===== config.mk =====
export PLATFORM = sky130hd
export DESIGN_NAME = pbg_glue
export DESIGN_NICKNAME = d
export VERILOG_FILES = /design/src/inc/pbg_pkg.sv /design/src/verilog/pbg_glue.sv
export VERILOG_INCLUDE_DIRS = /design/src /design/src/inc
export SDC_FILE = /design/constraint.sdc
export NUM_CORES = 1
export LEC_CHECK = 0
export BUFFER_PORTS_ARGS = -buffer_cell sky130_fd_sc_hd__buf_2
export CAP_MARGIN = 10
export CORE_ASPECT_RATIO = 1.1
export CORE_UTILIZATION = 49
export CTS_CLUSTER_DIAMETER = 80
export CTS_CLUSTER_SIZE = 28
export DETAILED_ROUTE_END_ITERATION = 10
export PLACE_DENSITY = 0.8
export SLEW_MARGIN = 20
export SYNTH_ARGS = -nofsm -noshare
export SYNTH_HDL_FRONTEND = slang
export SYNTH_SLANG_ARGS = --single-unit

===== constraint.sdc =====
create_clock -name mclk -period 1.8 [get_ports mclk]
set_input_delay 0.54 -clock mclk [delete_from_list [all_inputs] [get_ports mclk]]
set_output_delay 0.54 -clock mclk [all_outputs]
set_load 0.005 [all_outputs]

===== src/inc/pbg_params.svh =====
/*
  Offsets, field positions, reset values and lane positions of the peripheral bus glue.
  Assumes the includer compares these against a latched byte address of the glue select space.
*/
`ifndef PBG_PARAMS_SVH
`define PBG_PARAMS_SVH
`define PBG_SID_BASE 24'h000000
`define PBG_SID_MASK 24'hfff000
`define PBG_DISP_BASE 24'h001000
`define PBG_DISP_MASK 24'hfff000
`define PBG_SEG0_ADDR 24'h002000
`define PBG_SEG1_ADDR 24'h002004
`define PBG_SID_HIGH 8'h01
`define PBG_SID_LOW 8'h00
`define PBG_SID_RESET 1'b1
`define PBG_SEG_RESET 8'h00
`define PBG_CARD_IO_BIT 19
`define PBG_LANE16_LSB 16
`define PBG_LANE8_LSB 24
`endif


===== src/inc/pbg_pkg.sv =====
/*
  Types shared by the peripheral bus glue.
  Assumes pbg_params.svh is on the include path.
*/
package pbg_pkg;
  typedef logic [6:0] pbg_seg_t;
  typedef enum logic [1:0] {PBG_IDLE, PBG_READ, PBG_WRITE} pbg_cycle_t;
endpackage


===== src/verilog/pbg_glue.sv =====
/*
  Peripheral bus glue: serial-id pin port, card socket strobes and insertion flag,
  character display selects, two latched seven-segment digits.
  Assumes the bus master drives ale, rd_n, wr_n and the selects synchronous to mclk.
*/
`timescale 1ns/1ps
`default_nettype none
`include "pbg_params.svh"

// What this block does
// [RULE1] Writing 0x01 into the serial-id window drives the pin high; the glue releases it to the outside pull-up instead.
// [RULE2] Writing 0x00 into the serial-id window drives the pin low.
// [RULE3] Reading the serial-id window returns the pin level on data bit zero.
// [RULE4] Bits seven to one of serial-id reads are undefined; host ignores them.
// [RULE5] Card I/O read and write strobes for the upper 512 KB of card space.
// [RULE6] Card insertion while out of reset raises an interrupt.
// [RULE7] The card answers only to the second peripheral select in its range.
// [RULE8] Card memory and I/O accesses over 16 bits; no ATA mode.
// [RULE9] Display range decodes into display select and register select.
// [RULE10] Each digit has its own address; a write updates only that digit.
// [RULE11] Card accesses use the upper 16-bit lane of the bus.
// [RULE12] Display and digit accesses use the top byte lane.
// [RULE13] Digit values are latched and decoded into segment patterns.
// [RULE14] Serial-id pin holds its last value and comes up high.
// [RULE15] Insertion flag holds until acknowledged; detect synchronised first.
module pbg_glue #(
  parameter int ADDR_W = 24
) (
  input wire logic mclk,
  input wire logic resetn,
  input wire logic ale,
  input wire logic rd_n,
  input wire logic wr_n,
  input wire logic glue_select_n,
  input wire logic second_peripheral_select_n,
  input wire logic [31:0] peripheral_addr_data_bus_in,
  output logic [31:0] peripheral_addr_data_bus_out,
  output logic peripheral_addr_data_bus_oe,
  input wire logic serial_id_in,
  output logic serial_id_out,
  output logic serial_id_oe,
  output logic card_io_rd_n,
  output logic card_io_wr_n,
  output logic card_mem_oe_n,
  output logic card_mem_we_n,
  output logic [ADDR_W-1:0] card_addr,
  output logic [15:0] card_data_out,
  output logic card_data_oe,
  input wire logic [15:0] card_data_in,
  input wire logic card_detect_n,
  input wire logic card_irq_ack,
  output logic card_irq,
  output logic display_select_n,
  output logic display_register_select,
  output logic [7:0] display_data,
  output pbg_pkg::pbg_seg_t seg0_segments,
  output pbg_pkg::pbg_seg_t seg1_segments
);
  import pbg_pkg::*;

  logic [ADDR_W-1:0] addr_reg;
  logic wr_n_d_reg;
  logic sid_reg;
  logic [7:0] seg0_reg;
  logic [7:0] seg1_reg;
  logic cd_meta_reg;
  logic cd_sync_reg;
  logic cd_prev_reg;
  logic card_irq_reg;
  logic [7:0] wbyte;
  logic wr_start;
  logic sid_hit;
  logic disp_hit;
  logic card_sel;
  logic card_io;
  pbg_cycle_t cyc;

  // Hex nibble to segments g..a, active high
  function automatic pbg_seg_t hex_seg(input logic [3:0] v);
    unique case (v)
      4'h0: hex_seg = 7'h3f;
      4'h1: hex_seg = 7'h06;
      4'h2: hex_seg = 7'h5b;
      4'h3: hex_seg = 7'h4f;
      4'h4: hex_seg = 7'h66;
      4'h5: hex_seg = 7'h6d;
      4'h6: hex_seg = 7'h7d;
      4'h7: hex_seg = 7'h07;
      4'h8: hex_seg = 7'h7f;
      4'h9: hex_seg = 7'h6f;
      4'ha: hex_seg = 7'h77;
      4'hb: hex_seg = 7'h7c;
      4'hc: hex_seg = 7'h39;
      4'hd: hex_seg = 7'h5e;
      4'he: hex_seg = 7'h79;
      4'hf: hex_seg = 7'h71;
    endcase
  endfunction

  // Address phase of the multiplexed bus
  always_ff @(posedge mclk or negedge resetn) begin
    if (!resetn) begin
      addr_reg <= '0;
    end else if (ale) begin
      addr_reg <= peripheral_addr_data_bus_in[ADDR_W-1:0];
    end
  end

  // Write edge tracking so a long strobe acts once
  always_ff @(posedge mclk or negedge resetn) begin
    if (!resetn) begin
      wr_n_d_reg <= 1'b1;
    end else begin
      wr_n_d_reg <= wr_n;
    end
  end

  // Decode of the glue select space and the card select
  always_comb begin
    wbyte = peripheral_addr_data_bus_in[`PBG_LANE8_LSB +: 8]; // RULE12
    wr_start = !wr_n && wr_n_d_reg && !ale;
    sid_hit = !glue_select_n && ((addr_reg & `PBG_SID_MASK) == `PBG_SID_BASE);
    disp_hit = !glue_select_n && ((addr_reg & `PBG_DISP_MASK) == `PBG_DISP_BASE);
    card_sel = !second_peripheral_select_n; // RULE7
    card_io = addr_reg[`PBG_CARD_IO_BIT]; // RULE5
    if (ale) begin
      cyc = PBG_IDLE;
    end else if (!rd_n) begin
      cyc = PBG_READ;
    end else if (!wr_n) begin
      cyc = PBG_WRITE;
    end else begin
      cyc = PBG_IDLE;
    end
  end

  // Serial-id pin; values other than the two codes are ignored
  always_ff @(posedge mclk or negedge resetn) begin
    if (!resetn) begin
      sid_reg <= `PBG_SID_RESET; // RULE14
    end else if (wr_start && sid_hit) begin
      if (wbyte == `PBG_SID_HIGH) begin
        sid_reg <= 1'b1; // RULE1
      end else if (wbyte == `PBG_SID_LOW) begin
        sid_reg <= 1'b0; // RULE2
      end
    end
  end

  // Open drain: pull low only, a released pin is pulled high outside
  assign serial_id_out = 1'b0;
  assign serial_id_oe = !sid_reg;

  // Digit latches, each at its own address
  always_ff @(posedge mclk or negedge resetn) begin
    if (!resetn) begin
      seg0_reg <= `PBG_SEG_RESET;
      seg1_reg <= `PBG_SEG_RESET;
    end else if (wr_start && !glue_select_n) begin
      if (addr_reg == `PBG_SEG0_ADDR) begin
        seg0_reg <= wbyte; // RULE10
      end
      if (addr_reg == `PBG_SEG1_ADDR) begin
        seg1_reg <= wbyte; // RULE10
      end
    end
  end

  // Segment drive from flip-flops
  always_ff @(posedge mclk or negedge resetn) begin
    if (!resetn) begin
      seg0_segments <= '0;
      seg1_segments <= '0;
    end else begin
      seg0_segments <= hex_seg(seg0_reg[3:0]); // RULE13
      seg1_segments <= hex_seg(seg1_reg[3:0]); // RULE13
    end
  end

  // Display selects and data, one cycle behind the bus
  always_ff @(posedge mclk or negedge resetn) begin
    if (!resetn) begin
      display_select_n <= 1'b1;
      display_register_select <= 1'b0;
      display_data <= '0;
    end else begin
      display_select_n <= !(disp_hit && cyc != PBG_IDLE); // RULE9
      display_register_select <= addr_reg[0]; // RULE9
      display_data <= wbyte;
    end
  end

  // Card strobes: upper half of range is I/O space, lower is memory
  always_ff @(posedge mclk or negedge resetn) begin
    if (!resetn) begin
      card_io_rd_n <= 1'b1;
      card_io_wr_n <= 1'b1;
      card_mem_oe_n <= 1'b1;
      card_mem_we_n <= 1'b1;
      card_addr <= '0;
      card_data_out <= '0;
      card_data_oe <= 1'b0;
    end else begin
      card_io_rd_n <= !(card_sel && card_io && cyc == PBG_READ); // RULE5
      card_io_wr_n <= !(card_sel && card_io && cyc == PBG_WRITE); // RULE5
      card_mem_oe_n <= !(card_sel && !card_io && cyc == PBG_READ); // RULE8
      card_mem_we_n <= !(card_sel && !card_io && cyc == PBG_WRITE); // RULE8
      card_addr <= addr_reg;
      card_data_out <= peripheral_addr_data_bus_in[`PBG_LANE16_LSB +: 16]; // RULE11
      card_data_oe <= card_sel && cyc == PBG_WRITE;
    end
  end

  // Read data back onto the bus; undefined serial-id bits read as zero
  always_ff @(posedge mclk or negedge resetn) begin
    if (!resetn) begin
      peripheral_addr_data_bus_out <= '0;
      peripheral_addr_data_bus_oe <= 1'b0;
    end else begin
      peripheral_addr_data_bus_out <= '0;
      peripheral_addr_data_bus_oe <= (card_sel || sid_hit) && cyc == PBG_READ;
      if (card_sel) begin
        peripheral_addr_data_bus_out[`PBG_LANE16_LSB +: 16] <= card_data_in; // RULE11
      end else if (sid_hit) begin
        peripheral_addr_data_bus_out[`PBG_LANE8_LSB] <= serial_id_in; // RULE3 RULE4
      end
    end
  end

  // Detect synchroniser; only the second stage feeds the edge detector
  always_ff @(posedge mclk or negedge resetn) begin
    if (!resetn) begin
      cd_meta_reg <= 1'b1;
      cd_sync_reg <= 1'b1;
      cd_prev_reg <= 1'b1;
    end else begin
      cd_meta_reg <= card_detect_n; // RULE15
      cd_sync_reg <= cd_meta_reg;
      cd_prev_reg <= cd_sync_reg;
    end
  end

  // Insertion flag; a new insertion wins over an acknowledge in the same cycle
  always_ff @(posedge mclk or negedge resetn) begin
    if (!resetn) begin
      card_irq_reg <= 1'b0;
    end else if (cd_prev_reg && !cd_sync_reg) begin
      card_irq_reg <= 1'b1; // RULE6
    end else if (card_irq_ack) begin
      card_irq_reg <= 1'b0; // RULE15
    end
  end
  assign card_irq = card_irq_reg;

  // Checks
  a_sid_set: assert property (@(posedge mclk) disable iff (!resetn) // RULE1
    wr_start && sid_hit && wbyte == `PBG_SID_HIGH |=> !serial_id_oe) else $error("serial id not released high");
  a_sid_clear: assert property (@(posedge mclk) disable iff (!resetn) // RULE2
    wr_start && sid_hit && wbyte == `PBG_SID_LOW |=> serial_id_oe) else $error("serial id not driven low");
  a_sid_read: assert property (@(posedge mclk) disable iff (!resetn) // RULE3
    !card_sel && sid_hit && cyc == PBG_READ |=> peripheral_addr_data_bus_out[`PBG_LANE8_LSB] == $past(serial_id_in)
      && peripheral_addr_data_bus_oe) else $error("serial id read value wrong");
  a_sid_hold: assert property (@(posedge mclk) disable iff (!resetn) // RULE14
    !(wr_start && sid_hit) |=> $stable(serial_id_oe)) else $error("serial id changed without write");
  a_card_io: assert property (@(posedge mclk) disable iff (!resetn) // RULE5
    !card_io_rd_n |-> $past(addr_reg[`PBG_CARD_IO_BIT]) && $past(card_sel)) else $error("io strobe outside upper range");
  a_card_sel: assert property (@(posedge mclk) disable iff (!resetn) // RULE7
    second_peripheral_select_n |=> card_io_rd_n && card_io_wr_n && card_mem_oe_n && card_mem_we_n)
    else $error("card strobe without select");
  a_disp_sel: assert property (@(posedge mclk) disable iff (!resetn) // RULE9
    disp_hit && cyc == PBG_WRITE |=> !display_select_n) else $error("display not selected");
  a_seg_only: assert property (@(posedge mclk) disable iff (!resetn) // RULE10
    wr_start && !glue_select_n && addr_reg == `PBG_SEG0_ADDR |=> $stable(seg1_reg))
    else $error("wrong digit written");
  a_seg_decode: assert property (@(posedge mclk) disable iff (!resetn) // RULE13
    wr_start && !glue_select_n && addr_reg == `PBG_SEG1_ADDR && wbyte[3:0] == 4'h1 |-> ##2 seg1_segments == 7'h06)
    else $error("digit decode wrong");
  a_irq_hold: assert property (@(posedge mclk) disable iff (!resetn) // RULE15
    card_irq && !card_irq_ack |=> card_irq) else $error("interrupt dropped before ack");
  a_irq_insert: assert property (@(posedge mclk) disable iff (!resetn) // RULE6
    $fell(card_detect_n) ##1 !card_detect_n |-> ##[2:3] card_irq) else $error("insertion missed");
  c_sid_write: cover property (@(posedge mclk) disable iff (!resetn) wr_start && sid_hit);
  c_card_io: cover property (@(posedge mclk) disable iff (!resetn) !card_io_wr_n);
  c_irq: cover property (@(posedge mclk) disable iff (!resetn) card_irq ##1 !card_irq);
endmodule // pbg_glue
`default_nettype wire


==> results.md, run 1 <==
- Vias in the first global route: 2,950
- Initial drt markers: 91
- Post-synth EDFFs: 0
- Final setup vio count: 8
- GR Overflow Total: 0
- Non-filler instance count after layout: 594
- Synth Area per Inst: 14.4 um^2
- Main flop type after synthesis: dfrtp_1
- Last weighted congestion value of the routability-driven placer: 0.773
- First-pass GRT wire length: 14,200 um
- Drt first pass iters: 4
- Largest net degree at the start of global routing: 57
- Area Growth Syn to Fin: 37.1%
- Vias per std cell: 4.87
- Critical setup path kind: flop to flop
- Most numerous cell in the Yosys netlist: dfrtp_1
- Unique cell type count in the Yosys netlist: 34
- Final max-slew violation count: 0
- Reg clk slew, reported paths: 60 ps
- RSZ-0062 raised after global routing: yes
- Nets: 542
- Worst EP arrival: 2260 ps
- # diodes: 0
- I/O Pins: 163
- Root Buffer: clkbuf_8
- Min-delay worst type: input port to flop
- Crit path capture type: flop
- Synth async-reset ratio: 100%
- Port bufs: 145
- Row count: 35
- Share of cells above drive strength 1: 52.4%
- Failing checks: negative setup slack
- Die extent in y: 101 um
- Post-Route Skew: 8.96 ps
- Worst path required time: 2190 ps
- Vias: 2,892
- Die area: 9220 um^2
- Clock tree sinks: 115
- GRT Total Usage: 20.9%
- Placed cells: 559
- Core Box Area: 8500 um^2
- FMAX: 0.535 GHz
- Status: complete, but fails checks
- Sequential area share after synthesis: 66.7%
- DRC viols: 0
- Initial antenna violation count: 0
- CP Max Fanout: 4
- Mapped cell area: 4330 um^2
- WL/cell: 14.8 um
- Synth cell count leaders: 105 x dfrtp_1, 33 x mux2_2, 26 x buf_4
- Area leader, netlist: dfrtp_1
- Worst-skew pair later-pin latency: 510 ps
- Worst vdd ir: 0.797 mV
- Placed inst area: 5210 um^2
- Max Cap Viol: 0
- Min Tclk post-route: 1870 ps
- Die width: 91.7 um
- Synth warn: 0
- Final worst setup slack: -70.1 ps
- Final hold violations: 0
- CTS tree: done
- Post-layout instance area: 5940 um^2
- Ratio of final minimum period to clock period: 104%
- CTS HTree Levels: 4
- Yosys reg bits: 115
- Synth Instances: 301
- Hpwl dp: 6250 um
- Pre-CTS setup slack: -147 ps
- Pwr/cell area: 1190 nW/um^2
- Antenna viol nets, final: 0
- Fin Setup TNS: -447 ps
- Top post-synthesis cells by area: dfrtp_1 61%, mux2_2 8.6%, dfstp_2 6.1%, buf_4 4.5%, ha_1 4.0%
- Pleak: 0.00284 uW
- Top-area cell type share of the netlist area: 60.6%
- Final WL: 8800 um
- Maximum clock path buffer count: 2
- CTS buffer count: 17
- CP Launch Type: flop
- Initial Util: 51.0%
-- routing by layer --
metal | wire length, um | share of wire (%) | vias up | global-route usage (%)
met3 | 632 | 7.2 | 13 | 8.67
met5 | 0 | 0 | - | 0
met2 | 4620 | 52 | 124 | 35.7
li1 | - | - | 1309 | -
met1 | 3410 | 39 | 1446 | 23.1
met4 | 146 | 1.7 | 0 | 8.79
-- cell families after synthesis --
logic type | synth area share (%)
other | 0.0865
AOI/OAI and AO/OA | 3.49
muxes | 9.85
adders and majority gates | 4.04
buffers and inverters | 6.64
DFF | 66.7
and+or+nand+nor | 9.18
-- worst max-delay path, stage by stage (launching register included) --
cell and delay (ps):
dfrtp_1 390, nor4_2 320, buf_4 160, nand4_1 80, buf_4 180, nor4_4 240
mux2_2 380
-- layout by cell type (no fill, tap or decap), types with 10 or more instances in the layout --
cell / n
buf_2: 144
dfrtp_1: 105
mux2_2: 29
buf_4: 21
nor2b_1: 19
conb_1: 17
inv_1: 16
clkbuf_16: 16
ha_1: 14
nand2_1: 10
a21oi_1: 10
dfstp_2: 10
-- layout make-up --
cell class | instances | area, um^2
repair buffers | 168 | 928
fillers | 637 | 2550
multi-input cells | 152 | 1240
inverters | 16 | 60.1
clock buffers | 20 | 455
flip-flops and latches | 115 | 2890
well taps | 111 | 139
clock inverters | 12 | 226
-- stage by stage --
stage	hold WS [ps]	total power, uW	util, %
finish	131	7050	69.9
global route	104	7300	69.9
CTS	111	7110	69.9
detailed placement	354	3310	61.3
global placement	346	3290	61.3
floorplan	244	3030	-
-- path summary, 6_finish.rpt --
check / startpoint / endpoint / slack [ps] / cells after the start
worst max-delay path: addr_reg[1]$_DFFE_PN0P_ / seg1_reg[3]$_DFFE_PN0P_ / -70 / 6
worst min-delay path: card_detect_n / cd_meta_reg$_DFF_PN1_ / 130 / 1
worst max register to register: addr_reg[1]$_DFFE_PN0P_ / seg1_reg[3]$_DFFE_PN0P_ / -70 / 6
worst min register to register: cd_meta_reg$_DFF_PN1_ / cd_sync_reg$_DFF_PN1_ / 360 / 0
max in group asynchronous: resetn / display_select_n$_DFF_PN1_ / 710 / 3
min in group asynchronous: resetn / seg1_segments[2]$_DFF_PN0_ / 470 / 2
-- report_power, final --
| group | internal, uW | switching (uW) | leakage [uW] |
|---|---|---|---|
| sequential | 2750 | 79.8 | 0.00134 |
| clock | 2640 | 1140 | 0.000327 |
| combinational | 230 | 210 | 0.00117 |
-- repair_timing --
action                                 in CTS  in global routing
buffers inserted                            2                  0
hold buffers                                1                  0
endpoints found under the hold margin      22                  0
gates resized for setup                     6                  0
setup endpoints to repair                   8                  8
(Power assumes the default switching activity.)
==> inputs of run 2 (changes only) <==
SKIP_CTS_REPAIR_TIMING = 1   (was unset)
==> run 2 against run 1 <==
  * The flow still finishes with violations (negative setup slack)
  * Cell area is 0.21% higher
  * Sequential cell count stayed put
  * Combinational power hardly changed
  * Critical path type unchanged
  * Largest cell class unchanged
  * Largest power group unchanged
==> results.md, run 2 (synthesis results as in run 1) <==
- Last weighted congestion value of the routability-driven placer: 0.773 (unchanged)
- Antenna viol nets, final: 0 (unchanged)
- Final worst setup slack: -212 ps (-142 ps)
- Maximum clock path buffer count: 2 (unchanged)
- Max Cap Viol: 0 (unchanged)
- FMAX: 0.497 GHz (-7.1%)
- Reg clk slew, reported paths: 60 ps (about the same)
- Final max-slew violation count: 0 (unchanged)
- Port bufs: 145 (unchanged)
- Hold_sp: card_detect_n
- Switching part of the total: 20.3% (-0.041 points)
- Min Tclk post-route: 2010 ps (+142 ps)
- Drt first pass iters: 4 (unchanged)
- Sw power: 1430 uW (-0.28%)
- Final hold violations: 0 (unchanged)
- DRC viols: 0 (unchanged)
- Min-delay worst type: input port to flop
- Post-Route Skew: 11.9 ps (+2.93 ps)
- Placed cells: 559 (unchanged)
- Worst vdd ir: 0.765 mV (-4.0%)
- Pre-CTS setup slack: -147 ps (unchanged)
- Launch point of the worst path: addr_reg[1]$_DFFE_PN0P_
- Reg2Reg Depth: 7 (+1)
- First-pass GRT wire length: 14,100 um (-0.68%)
- Worst EP arrival: 2400 ps (+140 ps)
- GR Overflow Total: 0 (unchanged)
- Initial antenna violation count: 0 (unchanged)
- Row count: 35 (unchanged)
- Vias in the first global route: 2,945 (-0.17%)
- Vias: 2,868 (-0.83%)
- Share of cells above drive strength 1: 52.4% (unchanged)
- Pwr/cell area: 1180 nW/um^2 (-0.29%)
- Hold Crit Depth: 1 (unchanged)
- I/O Pins: 163 (unchanged)
- Hpwl dp: 6250 um (unchanged)
- Largest net degree at the start of global routing: 57 (unchanged)
- Worst-skew pair later-pin latency: 510 ps (about the same)
- Die extent in y: 101 um (unchanged)
- Critical setup path kind: flop to flop
- Ratio of final minimum period to clock period: 112% (+7.9 points)
- R2r endpoint: seg0_reg[3]$_DFFE_PN0P_
- RR Startpoint: addr_reg[1]$_DFFE_PN0P_
- Final core occ: 70.1% (+0.15 points)
- Root Buffer: clkbuf_8
- CP Max Fanout: 4 (unchanged)
- GRT Total Usage: 20.7% (-0.17 points)
- CTS HTree Levels: 4 (unchanged)
- CTS buffer count: 17 (unchanged)
- CP Launch Type: flop
- RSZ-0062 raised after global routing: yes
- Status: complete, but fails checks
- Non-filler instance count after layout: 594 (unchanged)
- Comb power frac: 6.2% (about the same)
- WL/cell: 14.8 um (+0.11%)
- Clock tree sinks: 115 (unchanged)
- CTS tree: done
- Initial Util: 51.0% (unchanged)
- Sequential share of power: 40.2% (about the same)
- Initial drt markers: 94 (+3.3%)
- Final WL: 8810 um (+0.11%)
- Hold Path End: cd_meta_reg$_DFF_PN1_
- FF-to-FF setup slack: -210 ps (-140 ps)
- Vias per std cell: 4.83 (-0.83%)
- Worst path required time: 2190 ps (about the same)
- Clock power share: 53.6% (about the same)
- Die width: 91.7 um (unchanged)
- Most frequent cells in the layout: 144 x buf_2, 105 x dfrtp_1, 28 x mux2_2
- Die area: 9220 um^2 (unchanged)
- # diodes: 0 (unchanged)
- Failing checks: negative setup slack
- Crit path capture type: flop
- Nets: 542 (unchanged)
- Commonest non-fill, non-tap cell in the layout: buf_2
- Core Box Area: 8500 um^2 (unchanged)
- Hold slack final: 135 ps (+4.60 ps)
- Pleak: 0.00284 uW (+0.11%)
- Area Growth Syn to Fin: 37.4%
- Power Internal: 5620 uW (about the same)
- Final setup vio count: 8 (unchanged)
run 2: layer usage:
layer / GRT usage, % / vias up / wire [um]
met5: 0 / - / 0
met4: 8.79 / 0 / 147
met3: 8.67 / 15 / 621
met2: 35.3 / 126 / 4680
met1: 23.0 / 1419 / 3370
li1: - / 1308 / -
run 2: layout make-up:
cell class / count / area, um^2
flip-flops and latches: 115 / 2890
fillers: 632 / 2540
multi-input cells: 152 / 1250
repair buffers: 168 / 928
clock buffers: 20 / 455
clock inverters: 12 / 226
well taps: 111 / 139
inverters: 16 / 60.1
run 2: how the worst max path moves through the flow:
| stage | end | slack [ps] |
|---|---|---|
| floorplan | seg0_reg[0]$_DFFE_PN0P_ | 120 |
| CTS | seg0_reg[2]$_DFFE_PN0P_ | -190 |
| detailed placement | seg1_reg[3]$_DFFE_PN0P_ | -150 |
| global placement | seg1_reg[2]$_DFFE_PN0P_ | -120 |
| finish | seg0_reg[3]$_DFFE_PN0P_ | -210 |
| global route | seg0_reg[1]$_DFFE_PN0P_ | -300 |
run 2: power by group through the flow:
stage	clock [uW]	combinational [uW]	sequential, uW
global route	3970	486	2850
floorplan	0	159	2870
finish	3770	436	2830
detailed placement	0	440	2870
global placement	0	431	2860
CTS	3830	442	2830
run 2: through the flow:
stage               TNS [ps]  area (um^2)  total power, uW
CTS                    -1280         5890             7100
detailed placement     -1130         5210             3310
global route           -1780         5950             7300
floorplan                  0         4390             3030
finish                 -1070         5950             7040
global placement        -940         5210             3290
run 2: worst max-delay path: stages, from the launching register on:
cell and delay [ps]:
dfrtp_1 420, nor4_4 310, buf_4 150, nand4_1 80
buf_4 180, nor4_4 240, buf_4 180, mux2_2 340
